## config.mk

```make
export PLATFORM = sky130hd
export DESIGN_NAME = pbfs_top
export DESIGN_NICKNAME = d
export VERILOG_FILES = /design/src/pbfs_pkg.sv /design/src/pbfs_top.sv
export SDC_FILE = /design/constraint.sdc
export NUM_CORES = 1
export LEC_CHECK = 0
export ABC_AREA = 1
export BUFFER_PORTS_ARGS = -buffer_cell sky130_fd_sc_hd__buf_4
export CORE_ASPECT_RATIO = 0.75
export CORE_MARGIN = 5
export CORE_UTILIZATION = 47
export DETAILED_ROUTE_END_ITERATION = 16
export PLACE_DENSITY = 0.76
export REMOVE_ABC_BUFFERS = 1
export SYNTH_ARGS = -nofsm -noshare
export SYNTH_HDL_FRONTEND = slang
export SYNTH_SLANG_ARGS = --single-unit
```

## constraint.sdc

```tcl
create_clock -name aclk -period 1.5 [get_ports aclk]
set_clock_uncertainty 0.05 [all_clocks]
set_input_delay 0.3 -clock aclk [delete_from_list [all_inputs] [get_ports aclk]]
set_output_delay 0.3 -clock aclk [all_outputs]
set_load 0.01 [all_outputs]
```

## src/pbfs_pkg.sv

```systemverilog
// Constants for the port B pin function select block
package pbfs_pkg;
    // Register byte offsets on the AXI4-Lite bus
    localparam logic [7:0] OFS_PB_LOW_SEL = 8'h00;
    localparam logic [7:0] OFS_PB_HIGH_SEL = 8'h04;
    localparam logic [7:0] OFS_INPUT_SRC = 8'h08;
    localparam logic [7:0] OFS_PA_DATA = 8'h0c;
    localparam logic [7:0] OFS_PA_DIR = 8'h10;
    localparam logic [7:0] OFS_PB_DATA = 8'h14;
    localparam logic [7:0] OFS_PB_DIR = 8'h18;
    localparam logic [7:0] OFS_PA_WAKE_EN = 8'h1c;
    localparam logic [7:0] OFS_BIT_OP = 8'h20;
    localparam logic [7:0] OFS_WAKE_STAT = 8'h24;

    // Widths
    localparam int PA_W = 8;
    localparam int PB_W = 5;

    // Reset values
    localparam logic [7:0] RST_SEL = 8'h00;
    localparam logic [7:0] RST_PA = 8'hff;
    localparam logic [4:0] RST_PB = 5'h1f;
    localparam logic [7:0] RST_WAKE_EN = 8'h00;

    // Field positions (low bit of each two-bit field)
    localparam int LINE3_FUNC_LSB = 6;
    localparam int LINE2_FUNC_LSB = 4;
    localparam int LINE1_FUNC_LSB = 2;
    localparam int LINE0_FUNC_LSB = 0;
    localparam int LINE4_FUNC_LSB = 0;
    localparam int CAP_SRC_LSB = 6;
    localparam int CS_SRC_LSB = 4;
    localparam int SCK_SRC_LSB = 2;
    localparam int SDI_SRC_LSB = 0;
    localparam logic [7:0] PB_HIGH_MASK = 8'h03;

    // Selection codes
    localparam logic [1:0] CODE_00 = 2'h0;
    localparam logic [1:0] CODE_01 = 2'h1;
    localparam logic [1:0] CODE_10 = 2'h2;
    localparam logic [1:0] CODE_11 = 2'h3;

    // Bit operation command layout
    localparam int BOP_PORT_B = 7;
    localparam int BOP_DIR = 6;
    localparam int BOP_VAL = 5;
    localparam int BOP_IDX_LSB = 0;
    localparam int BOP_IDX_W = 3;

    // Wake status
    localparam int WAKE_FLAG_BIT = 0;

    // AXI responses
    localparam logic [1:0] RESP_OKAY = 2'h0;
    localparam logic [1:0] RESP_DECERR = 2'h3;
endpackage : pbfs_pkg

```

## src/pbfs_top.sv

```systemverilog
// Port B pin function select, input routing, port registers and wake
//
// The implementer's own choices: the placing of the registers and the AXI4-Lite slave port.
`timescale 1ns/1ps
module pbfs_top (
    // Clock and reset
    input wire logic aclk,
    input wire logic aresetn,
    // AXI4-Lite write address
    input wire logic [7:0] s_axi_awaddr,
    input wire logic s_axi_awvalid,
    output logic s_axi_awready,
    // AXI4-Lite write data
    input wire logic [31:0] s_axi_wdata,
    input wire logic [3:0] s_axi_wstrb,
    input wire logic s_axi_wvalid,
    output logic s_axi_wready,
    // AXI4-Lite write response
    output logic [1:0] s_axi_bresp,
    output logic s_axi_bvalid,
    input wire logic s_axi_bready,
    // AXI4-Lite read address
    input wire logic [7:0] s_axi_araddr,
    input wire logic s_axi_arvalid,
    output logic s_axi_arready,
    // AXI4-Lite read data
    output logic [31:0] s_axi_rdata,
    output logic [1:0] s_axi_rresp,
    output logic s_axi_rvalid,
    input wire logic s_axi_rready,
    // Port A pins
    input wire logic [7:0] pa_in,
    output logic [7:0] pa_out,
    output logic [7:0] pa_oe_n,
    // Port B pins
    input wire logic [4:0] pb_in,
    output logic [4:0] pb_out,
    output logic [4:0] pb_oe_n,
    // Serial interface side
    input wire logic serial_iface_enable,
    input wire logic spi_master_mode,
    input wire logic spi_sck_out,
    input wire logic spi_sdo_out,
    output logic serial_clock_in,
    output logic serial_data_in,
    output logic serial_cs_n_in,
    // Timer capture input
    output logic periodic_timer_capture_in,
    // Power state and wake
    input wire logic sleep_idle,
    output logic wake_up
);
    // Registers
    logic [7:0] pb_low_sel_reg, pb_high_sel_reg, input_src_reg;
    logic [7:0] pa_data_reg, pa_dir_reg, pa_wake_en_reg, pa_prev_reg;
    logic [4:0] pb_data_reg, pb_dir_reg;
    logic wake_flag_reg;

    // Bus holding state
    logic aw_held_reg, w_held_reg, wstrb0_reg, bvalid_reg, rvalid_reg;
    logic [7:0] awaddr_reg, wdata_reg;
    logic [1:0] bresp_reg, rresp_reg;
    logic [31:0] rdata_reg;

    // Derived
    logic do_write, wr_low, spi_master_on, wake_event, wake_clear;
    logic [1:0] pb2_func, pb1_func, pb4_func;
    logic [1:0] cap_src, cs_src, sck_src, sdi_src;
    logic [7:0] pa_fall;
    logic [pbfs_pkg::BOP_IDX_W-1:0] bop_idx;

    // Two-bit field out of a select register
    function automatic logic [1:0] field2(input logic [7:0] r,
        input int lsb);
        field2 = r[lsb+:2];
    endfunction : field2

    // Port byte with one bit forced; base is what a port read returns
    function automatic logic [7:0] rmw_bit(input logic [7:0] base,
        input logic [2:0] idx, input logic val);
        rmw_bit = base;
        rmw_bit[idx] = val;
    endfunction : rmw_bit

    // Address decode; only valid while the map stays dense from zero
    function automatic logic addr_known(input logic [7:0] a);
        addr_known = a[1:0] == 2'h0 && a <= pbfs_pkg::OFS_WAKE_STAT;
    endfunction : addr_known

    // Field decode
    assign pb2_func = field2(pb_low_sel_reg, pbfs_pkg::LINE2_FUNC_LSB);
    assign pb1_func = field2(pb_low_sel_reg, pbfs_pkg::LINE1_FUNC_LSB);
    assign pb4_func = field2(pb_high_sel_reg, pbfs_pkg::LINE4_FUNC_LSB);
    assign cap_src = field2(input_src_reg, pbfs_pkg::CAP_SRC_LSB);
    assign cs_src = field2(input_src_reg, pbfs_pkg::CS_SRC_LSB);
    assign sck_src = field2(input_src_reg, pbfs_pkg::SCK_SRC_LSB);
    assign sdi_src = field2(input_src_reg, pbfs_pkg::SDI_SRC_LSB);
    assign spi_master_on = serial_iface_enable & spi_master_mode;

    // Write handshakes: address and data are taken in either order
    assign s_axi_awready = ~aw_held_reg & ~bvalid_reg;
    assign s_axi_wready = ~w_held_reg & ~bvalid_reg;
    assign s_axi_bvalid = bvalid_reg;
    assign s_axi_bresp = bresp_reg;
    assign do_write = aw_held_reg & w_held_reg & ~bvalid_reg;
    assign wr_low = do_write & wstrb0_reg;

    // Read handshakes
    assign s_axi_arready = ~rvalid_reg;
    assign s_axi_rvalid = rvalid_reg;
    assign s_axi_rdata = rdata_reg;
    assign s_axi_rresp = rresp_reg;

    // Write address capture
    always_ff @(posedge aclk) begin
        if (!aresetn) begin
            aw_held_reg <= 1'b0;
            awaddr_reg <= 8'h00;
        end else if (s_axi_awvalid && s_axi_awready) begin
            aw_held_reg <= 1'b1;
            awaddr_reg <= s_axi_awaddr;
        end else if (do_write) begin
            aw_held_reg <= 1'b0;
        end
    end

    // Write data capture; only byte lane 0 carries register bits
    always_ff @(posedge aclk) begin
        if (!aresetn) begin
            w_held_reg <= 1'b0;
            wdata_reg <= 8'h00;
            wstrb0_reg <= 1'b0;
        end else if (s_axi_wvalid && s_axi_wready) begin
            w_held_reg <= 1'b1;
            wdata_reg <= s_axi_wdata[7:0];
            wstrb0_reg <= s_axi_wstrb[0];
        end else if (do_write) begin
            w_held_reg <= 1'b0;
        end
    end

    // Write response one cycle after both halves are held
    always_ff @(posedge aclk) begin
        if (!aresetn) begin
            bvalid_reg <= 1'b0;
            bresp_reg <= pbfs_pkg::RESP_OKAY;
        end else if (do_write) begin
            bvalid_reg <= 1'b1;
            bresp_reg <= addr_known(awaddr_reg) ?
                pbfs_pkg::RESP_OKAY : pbfs_pkg::RESP_DECERR;
        end else if (s_axi_bready) begin
            bvalid_reg <= 1'b0;
        end
    end

    // Function select and input source registers
    always_ff @(posedge aclk) begin
        if (!aresetn) begin
            pb_low_sel_reg <= pbfs_pkg::RST_SEL;
            pb_high_sel_reg <= pbfs_pkg::RST_SEL;
            input_src_reg <= pbfs_pkg::RST_SEL;
        end else if (wr_low) begin
            if (awaddr_reg == pbfs_pkg::OFS_PB_LOW_SEL)
                pb_low_sel_reg <= wdata_reg;
            if (awaddr_reg == pbfs_pkg::OFS_PB_HIGH_SEL)
                pb_high_sel_reg <= wdata_reg & pbfs_pkg::PB_HIGH_MASK;
            if (awaddr_reg == pbfs_pkg::OFS_INPUT_SRC)
                input_src_reg <= wdata_reg;
        end
    end

    assign bop_idx = wdata_reg[pbfs_pkg::BOP_IDX_LSB+:pbfs_pkg::BOP_IDX_W];

    // Port A data and direction; bit ops read the whole port first
    always_ff @(posedge aclk) begin
        if (!aresetn) begin
            pa_data_reg <= pbfs_pkg::RST_PA;
            pa_dir_reg <= pbfs_pkg::RST_PA;
        end else if (wr_low) begin
            if (awaddr_reg == pbfs_pkg::OFS_PA_DATA)
                pa_data_reg <= wdata_reg;
            if (awaddr_reg == pbfs_pkg::OFS_PA_DIR)
                pa_dir_reg <= wdata_reg;
            if (awaddr_reg == pbfs_pkg::OFS_BIT_OP &&
                !wdata_reg[pbfs_pkg::BOP_PORT_B]) begin
                if (wdata_reg[pbfs_pkg::BOP_DIR])
                    pa_dir_reg <= rmw_bit(pa_dir_reg, bop_idx,
                        wdata_reg[pbfs_pkg::BOP_VAL]);
                else
                    pa_data_reg <= rmw_bit(pa_in, bop_idx,
                        wdata_reg[pbfs_pkg::BOP_VAL]);
            end
        end
    end

    // Port B data and direction; bit ops past bit 4 fall away
    always_ff @(posedge aclk) begin
        if (!aresetn) begin
            pb_data_reg <= pbfs_pkg::RST_PB;
            pb_dir_reg <= pbfs_pkg::RST_PB;
        end else if (wr_low) begin
            if (awaddr_reg == pbfs_pkg::OFS_PB_DATA)
                pb_data_reg <= wdata_reg[4:0];
            if (awaddr_reg == pbfs_pkg::OFS_PB_DIR)
                pb_dir_reg <= wdata_reg[4:0];
            if (awaddr_reg == pbfs_pkg::OFS_BIT_OP &&
                wdata_reg[pbfs_pkg::BOP_PORT_B]) begin
                if (wdata_reg[pbfs_pkg::BOP_DIR])
                    pb_dir_reg <= 5'(rmw_bit({3'h0, pb_dir_reg},
                        bop_idx, wdata_reg[pbfs_pkg::BOP_VAL]));
                else
                    pb_data_reg <= 5'(rmw_bit({3'h0, pb_in},
                        bop_idx, wdata_reg[pbfs_pkg::BOP_VAL]));
            end
        end
    end

    // Wake enable register
    always_ff @(posedge aclk) begin
        if (!aresetn)
            pa_wake_en_reg <= pbfs_pkg::RST_WAKE_EN;
        else if (wr_low && awaddr_reg == pbfs_pkg::OFS_PA_WAKE_EN)
            pa_wake_en_reg <= wdata_reg;
    end

    // Previous pin levels for edge detection
    always_ff @(posedge aclk) begin
        if (!aresetn)
            pa_prev_reg <= pbfs_pkg::RST_PA;
        else
            pa_prev_reg <= pa_in;
    end

    // High-to-low on any enabled port A pin while asleep
    assign pa_fall = pa_prev_reg & ~pa_in & pa_wake_en_reg;
    assign wake_event = sleep_idle & (|pa_fall);
    assign wake_clear = wr_low &&
        awaddr_reg == pbfs_pkg::OFS_WAKE_STAT &&
        wdata_reg[pbfs_pkg::WAKE_FLAG_BIT];

    // Sticky wake flag; a new edge beats a clear in the same cycle
    always_ff @(posedge aclk) begin
        if (!aresetn)
            wake_flag_reg <= 1'b0;
        else if (wake_event)
            wake_flag_reg <= 1'b1;
        else if (wake_clear)
            wake_flag_reg <= 1'b0;
    end

    assign wake_up = wake_flag_reg;

    // Read path; data registers read back the pin levels
    always_ff @(posedge aclk) begin
        if (!aresetn) begin
            rvalid_reg <= 1'b0;
            rdata_reg <= 32'h0000_0000;
            rresp_reg <= pbfs_pkg::RESP_OKAY;
        end else if (s_axi_arvalid && s_axi_arready) begin
            rvalid_reg <= 1'b1;
            rresp_reg <= addr_known(s_axi_araddr) ?
                pbfs_pkg::RESP_OKAY : pbfs_pkg::RESP_DECERR;
            case (s_axi_araddr)
                pbfs_pkg::OFS_PB_LOW_SEL:
                    rdata_reg <= {24'h0, pb_low_sel_reg};
                pbfs_pkg::OFS_PB_HIGH_SEL:
                    rdata_reg <= {24'h0, pb_high_sel_reg};
                pbfs_pkg::OFS_INPUT_SRC:
                    rdata_reg <= {24'h0, input_src_reg};
                pbfs_pkg::OFS_PA_DATA: rdata_reg <= {24'h0, pa_in};
                pbfs_pkg::OFS_PA_DIR: rdata_reg <= {24'h0, pa_dir_reg};
                pbfs_pkg::OFS_PB_DATA: rdata_reg <= {27'h0, pb_in};
                pbfs_pkg::OFS_PB_DIR: rdata_reg <= {27'h0, pb_dir_reg};
                pbfs_pkg::OFS_PA_WAKE_EN:
                    rdata_reg <= {24'h0, pa_wake_en_reg};
                pbfs_pkg::OFS_WAKE_STAT:
                    rdata_reg <= {31'h0, wake_flag_reg};
                default:
                    rdata_reg <= 32'h0000_0000;
            endcase
        end else if (s_axi_rready) begin
            rvalid_reg <= 1'b0;
        end
    end

    // Port A stays general I/O in this block
    assign pa_out = pa_data_reg;
    assign pa_oe_n = pa_dir_reg;

    // Port B pin drivers; reserved codes keep the GPIO path
    always_comb begin
        pb_out = pb_data_reg;
        pb_oe_n = pb_dir_reg;
        // Line 1 serial data out
        if (pb1_func == pbfs_pkg::CODE_10) begin
            pb_out[1] = spi_sdo_out;
            pb_oe_n[1] = 1'b0;
        end
        // Line 2 clock: driven as master, listened to as slave
        if (pb2_func == pbfs_pkg::CODE_10) begin
            pb_out[2] = spi_sck_out;
            pb_oe_n[2] = ~spi_master_on;
        end
        // Line 4 chip select is an input; pin left undriven
        if (pb4_func == pbfs_pkg::CODE_01) begin
            pb_oe_n[4] = 1'b1;
        end
    end

    // Capture input; reserved codes give an idle low
    always_comb begin
        if (cap_src == pbfs_pkg::CODE_01)
            periodic_timer_capture_in = pa_in[7];
        else
            periodic_timer_capture_in = 1'b0;
    end

    // Chip select input, idle high when unrouted
    always_comb begin
        unique case (cs_src)
            pbfs_pkg::CODE_01: serial_cs_n_in = pb_in[4];
            pbfs_pkg::CODE_10: serial_cs_n_in = pa_in[1];
            default: serial_cs_n_in = 1'b1;
        endcase
    end

    // Serial clock input; a master sees its own clock back
    always_comb begin
        if (spi_master_on)
            serial_clock_in = spi_sck_out;
        else begin
            unique case (sck_src)
                pbfs_pkg::CODE_00: serial_clock_in = pa_in[0];
                pbfs_pkg::CODE_10: serial_clock_in = pa_in[7];
                default: serial_clock_in = pb_in[2];
            endcase
        end
    end

    // Serial data input; reserved code gives an idle high
    always_comb begin
        unique case (sdi_src)
            pbfs_pkg::CODE_01: serial_data_in = pa_in[6];
            pbfs_pkg::CODE_10: serial_data_in = 1'b1;
            default: serial_data_in = pa_in[2];
        endcase
    end
endmodule : pbfs_top

```

==> results.sh, run 1 <==
export IMPL_status="complete, but fails checks"
export IMPL_failed_checks="negative setup slack"
export IMPL_die_y_um=101
export IMPL_antenna_cells=0
export IMPL_drv_slew=0
export IMPL_root_buffer="clkbuf_16"
export IMPL_antenna_found_initial=0
export IMPL_dieArea_mm2=0.0131
export IMPL_min_period_ns=1.78
export IMPL_synth_ff_type="dfxtp_1"
export IMPL_hpwl_um=12200
export IMPL_fin_tns_setup_ns=-7.09
export IMPL_clk_pin_slew_ns=0.07
export IMPL_synth_seq_cells=92
export IMPL_fmax_ghz=0.562
export IMPL_hold_path_class="in -> reg"
export IMPL_gp_congestion=0.945
export IMPL_finalWorstSetupSlack_ns=-0.279
export IMPL_cts_sinks=92
export IMPL_grt_use_total_pct=25.9
export IMPL_grt_max_degree=67
export IMPL_grt_ovfl_total=0
export IMPL_p_per_area_mw_per_mm2=779
export IMPL_leakage_nw=3.56
export IMPL_postLayoutCoreUtil_pct=70.9
export IMPL_cp_required_ns=1.68
export IMPL_ys_seq_area_share_pct=35.8
export IMPL_yosysWarnings=0
export IMPL_ant_nets=0
export IMPL_drtPass1Iterations=8
export IMPL_whs_endpoint="pa_prev_reg[5]"
export IMPL_min_from="pa_in[5]"
export IMPL_total_power_mw=5.97
export IMPL_cts_htree_levels=3
export IMPL_r2r_start="awaddr_reg[7]"
export IMPL_drc=0
export IMPL_cts_tree="built"
export IMPL_holdWs_ns=0.139
export IMPL_top_level_ports=149
export IMPL_setup_viol=56
export IMPL_reg2regPathDepth=11
export IMPL_wl_per_cell_um=17.8
export IMPL_regToRegSetupSlack_ns=-0.28
export IMPL_synth_edf_count=0
export IMPL_grt_pass1_wl_um=26900
export IMPL_r2r_end="pa_out[4]"
export IMPL_drtIter0Drc=602
export IMPL_fin_nets=1039
export IMPL_totalWireLength_um=19700
export IMPL_critPathCaptureType="flip-flop"
export IMPL_io_buffers=97
export IMPL_fin_cells=1103
export IMPL_vias_per_cell=5.68
export IMPL_hold_buffers=0
export IMPL_initial_core_util_pct=47.5
export IMPL_maxCapViolCount=0
export IMPL_crit_fanout=6
export IMPL_drive_gt1_share_pct=38.6
export IMPL_finalHoldViolCount=0
export IMPL_max_clock_path_buffers=2
export IMPL_fp_dieW_um=131
export IMPL_syn_avg_cell_area_um2=6.50
export IMPL_period_share_pct=119
export IMPL_coreArea_mm2=0.0108
export IMPL_insertion_delay_ns=0.35
export IMPL_vias=6260
export IMPL_dpl_cell_count=1061
export IMPL_synthToLayoutAreaGrowth_pct=49.1
export IMPL_regArea_mm2=0.00187
export IMPL_multi_input_comb_area_mm2=0.00335
export IMPL_synth_cell_type_count=36
export IMPL_ir_worst_vdd_uv=559
export IMPL_critPathArrivalTime_ns=1.96
export IMPL_cp_start_kind="flip-flop"
export IMPL_synthCells=791
export IMPL_crit_type="reg -> reg"
export IMPL_n_fill_cell=801
export IMPL_row_count=33
export IMPL_cts_buffers=9
export IMPL_grt_pass1_vias=5445
export IMPL_netlist_area_mm2=0.00514
export IMPL_rsz0062_at_grt="true"
export IMPL_holdPathStages=3
export IMPL_async_reset_ff_share_pct=0
## worst max-delay path, cell delays in order (launching register included)
cell and delay, ns:
dfxtp_2 0.34, nor2_4 0.14, buf_6 0.13, nand2_4 0.05, nor2_4 0.11, buf_6 0.11, nand2_4 0.06, buf_6 0.13
nand2_2 0.05, o21ai_1 0.09, o211ai_1 0.29, nand2_1 0.10
## worst max path at each step
| stage | slack, ns | endpoint | cells past startpoint | from |
|---|---|---|---|---|
| 2_1_floorplan | -0.23 | pa_wake_en_reg[0] | 7 | s_axi_bvalid |
| 3_3_place_gp | -0.08 | s_axi_rdata[1] | 11 | s_axi_araddr[1] |
| 3_5_place_dp | -0.12 | pa_out[2] | 9 | awaddr_reg[7] |
| 4_1_cts | -0.23 | serial_cs_n_in | 4 | input_src_reg[5] |
| 5_1_grt | -0.28 | s_axi_rdata[1] | 10 | s_axi_araddr[7] |
| 6_report | -0.28 | pa_out[4] | 11 | awaddr_reg[7] |
## layout by cell type, fill, tap and decap left out, drive strengths merged
master / instances
nand2: 241
buf: 191
o21ai: 95
dfxtp: 92
inv: 78
a21oi: 72
nand3: 67
nor2: 51
conb: 24
clkbuf: 12
o211ai: 8
nor3: 8
clkinv: 6
ha: 4
clkinvlp: 3
a31oi: 2
a221o: 1
o21bai: 1
o221ai: 1
o31ai: 1
nand4: 1
o2111ai: 1
o21a: 1
a22oi: 1
or2: 1
## per-layer routing
metal / routed length (µm) / part of all wire (%) / vias up / global-route usage, %
li1: - / - / 2861 / -
met1: 7650 / 39 / 2862 / 36.5
met2: 8760 / 45 / 448 / 39.5
met3: 2360 / 12 / 89 / 5.56
met4: 876 / 4.5 / 0 / 8.54
met5: 0 / 0 / - / 0
## cells by family after synthesis
family / synth area share, %
buffers and inverters: 13.3
and+or+nand+nor: 31.1
DFF: 35.8
AOI/OAI and AO/OA: 18.8
other: 0.0730
adders and majority gates: 0.974
## layout make-up
type	count	area share [%]
Multi-Input combinational cell	581	43.7
Sequential cell	92	24.4
Timing Repair Buffer	193	21.7
Inverter	81	4.29
Clock buffer	10	2.99
Tap cell	140	2.28
Clock inverter	6	0.637
## stage by stage
stage / instance area (µm²) / setup slack (ns)
after floorplan: 4850 / -0.233
after global placement: 6350 / -0.0818
after detailed placement: 6350 / -0.124
after CTS: 7030 / -0.234
after global routing: 7670 / -0.278
final: 7670 / -0.279
## synthesized netlist by cell type (all sizes together), types with 2 or more instances
master	number	area, µm²
a21oi	72	360
a31oi	2	12.5
buf	45	322
clkbuf	15	56.3
clkinv	2	7.51
dfxtp	92	1840
ha	4	50.1
inv	79	297
nand2	241	920
nand3	67	345
nor2	51	268
nor3	8	51.3
o211ai	8	60.1
o21ai	95	475
## report_power, final
group,switching [mW],internal (mW),total (mW)
registers,0.0872,2.52,2.61
clock network,1.02,1.14,2.16
logic,0.707,0.496,1.20
total,1.82,4.16,5.97
## what timing repair did
| action | in CTS | in global routing |
|---|---|---|
| pin swaps | 35 | 65 |
| setup endpoints to repair | 39 | 62 |
| buffers inserted | 9 | 18 |
| resized for setup | 110 | 155 |
| gates cloned | 1 | 2 |
Note: power is estimated with default switching activity, not from simulation.
==> inputs of run 2 (changes only) <==
--- a/config.mk
+++ b/config.mk
@@ -9,7 +9,7 @@
 export BUFFER_PORTS_ARGS = -buffer_cell sky130_fd_sc_hd__buf_4
 export CORE_ASPECT_RATIO = 0.75
 export CORE_MARGIN = 5
-export CORE_UTILIZATION = 47
+export CORE_UTILIZATION = 49
 export DETAILED_ROUTE_END_ITERATION = 16
 export PLACE_DENSITY = 0.76
 export REMOVE_ABC_BUFFERS = 1
==> constraint.sdc (replaced) <==
create_clock -name aclk -period 2 [get_ports aclk]
set_clock_uncertainty 0.05 [all_clocks]
set_input_delay 0.4 -clock aclk [delete_from_list [all_inputs] [get_ports aclk]]
set_output_delay 0.4 -clock aclk [all_outputs]
set_load 0.01 [all_outputs]
==> run 2 against run 1 <==
Against the previous run:
- the flow now finishes without violations
- cell area shrank 19%
- register-to-register slack improved by 0.49 ns
- combinational power shrank 51%
- clock power down 21%
- largest power group unchanged
==> results.sh, run 2 (synthesized netlist as in run 1, its figures left out) <==
export IMPL_status="finished clean"
export IMPL_coreArea_mm2=0.0102
export IMPL_row_count=32
export IMPL_wl_met2_um=6120
export IMPL_totalWireLength_um=15200
export IMPL_wl_per_cell_um=14.9
export IMPL_grt_max_degree=67
export IMPL_insertion_delay_ns=0.35
export IMPL_ir_worst_vdd_uv=522
export IMPL_dr_wl_met3_um=1630
export IMPL_setup_viol=0
export IMPL_layout_commonest_cell="nand2_1"
export IMPL_gp_congestion=0.989
export IMPL_grt_use_total_pct=23.8
export IMPL_top_level_ports=149
export IMPL_crit_fanout=3
export IMPL_drtPass1Iterations=5
export IMPL_grt_pass1_vias=4794
export IMPL_critPathCaptureType="primary output"
export IMPL_cts_tree="built"
export IMPL_drtIter0Drc=601
export IMPL_maxCapViolCount=0
export IMPL_m1WireLength_um=7150
export IMPL_p_per_area_mw_per_mm2=687
export IMPL_critPathArrivalTime_ns=1.47
export IMPL_cts_sinks=92
export IMPL_grt_pass1_wl_um=24100
export IMPL_io_buffers=97
export IMPL_root_buffer="clkbuf_16"
export IMPL_vias_per_cell=5.35
export IMPL_cts_setup_buffers=0
export IMPL_finalWorstSetupSlack_ns=0.0777
export IMPL_leakage_nw=3.01
export IMPL_fp_dieW_um=128
export IMPL_cts_buffers=9
export IMPL_antenna_found_initial=0
export IMPL_grt_ovfl_total=0
export IMPL_antenna_cells=0
export IMPL_fin_cells=1019
export IMPL_cts_htree_levels=3
export IMPL_initial_core_util_pct=50.1
export IMPL_drv_slew=0
export IMPL_dpl_cell_count=1003
export IMPL_fin_tns_setup_ns=0
export IMPL_vias=5450
export IMPL_drc=0
export IMPL_fin_nets=959
export IMPL_dieArea_mm2=0.0127
export IMPL_clk_pin_slew_ns=0.07
export IMPL_crit_type="reg -> out"
export IMPL_hold_path_class="in -> reg"
export IMPL_period_share_pct=96.1
export IMPL_hold_buffers=0
export IMPL_ant_nets=0
export IMPL_max_clock_path_buffers=2
export IMPL_cp_required_ns=1.55
export IMPL_mostFrequentLayoutCells="237 x nand2_1, 111 x buf_4, 91 x dfxtp_1, 82 x o21ai_0, 74 x inv_1"
export IMPL_rsz0062_at_grt="false"
export IMPL_hpwl_um=11400
export IMPL_n_fill_cell=1012
export IMPL_pre_cts_ws_ns=0.182
export IMPL_drive_gt1_share_pct=17.6
export IMPL_die_y_um=98.7
export IMPL_synthToLayoutAreaGrowth_pct=20.2
export IMPL_cp_start_kind="flip-flop"
export IMPL_min_period_ns=1.92
export IMPL_fmax_ghz=0.520
export IMPL_finalHoldViolCount=0
export IMPL_top_layer="met4"
[run 2: cell types whose count changed in the layout (fill, tap and decap cells not counted), sizes merged]
cell	delta
buf	-78
clkbuf	-2
clkinvlp	-2
bufinv	+1
inv	+1
[run 2: timing repair]
action / in CTS / in global routing
endpoints found under the hold margin: 0 / 0
gates resized for setup: 0 / 2
setup endpoints to repair: 0 / 1
[run 2: through the flow]
| step | total power [mW] | instance area [µm²] | util, % | hold slack, ns |
|---|---|---|---|---|
| floorplan | 2.28 | 4850 | - | 0.403 |
| global placement | 2.55 | 5880 | 57.4 | 0.405 |
| detailed placement | 2.56 | 5880 | 57.4 | 0.407 |
| CTS | 4.24 | 6170 | 60.2 | 0.213 |
| global route | 4.40 | 6180 | 60.3 | 0.234 |
| finish | 4.25 | 6180 | 60.3 | 0.223 |
[run 2: critical path, cell delays in order, from the launching register on]
cell     delay (ns)
dfxtp_2        0.34
inv_1          0.05
ha_1           0.27
a221o_1        0.32
buf_6          0.14
[run 2: per-layer routing]
layer	GRT usage [%]	up-vias
li1	-	2692
met1	35.1	2457
met2	33.1	273
met3	7.15	28
met4	7.42	0
met5	0	-
[run 2: path summary, 6_finish.rpt]
path / cells after the start / from / to / slack, ns
hold reg to reg: 2 / s_axi_rdata[7] / s_axi_rdata[7] / 0.41
setup / recovery: 4 / input_src_reg[4] / serial_cs_n_in / 0.08
hold / removal: 3 / pa_in[5] / pa_prev_reg[5] / 0.22
setup reg to reg: 8 / wdata_reg[1] / pb_data_reg[2] / 0.21
[run 2: where the power goes]
group | internal, mW | switching [mW]
sequential | 1.89 | 0.0556
clock | 0.969 | 0.745
combinational | 0.211 | 0.373
total | 3.07 | 1.17
[run 2: area by class of cell]
class	count	area, µm²	area share, %
inverters	81	304	4.92
repair buffers	113	865	14.0
well taps	136	170	2.75
clock inverters	6	65.1	1.05
flip-flops and latches	92	1840	29.8
clock buffers	10	229	3.71
multi-input cells	581	2700	43.7
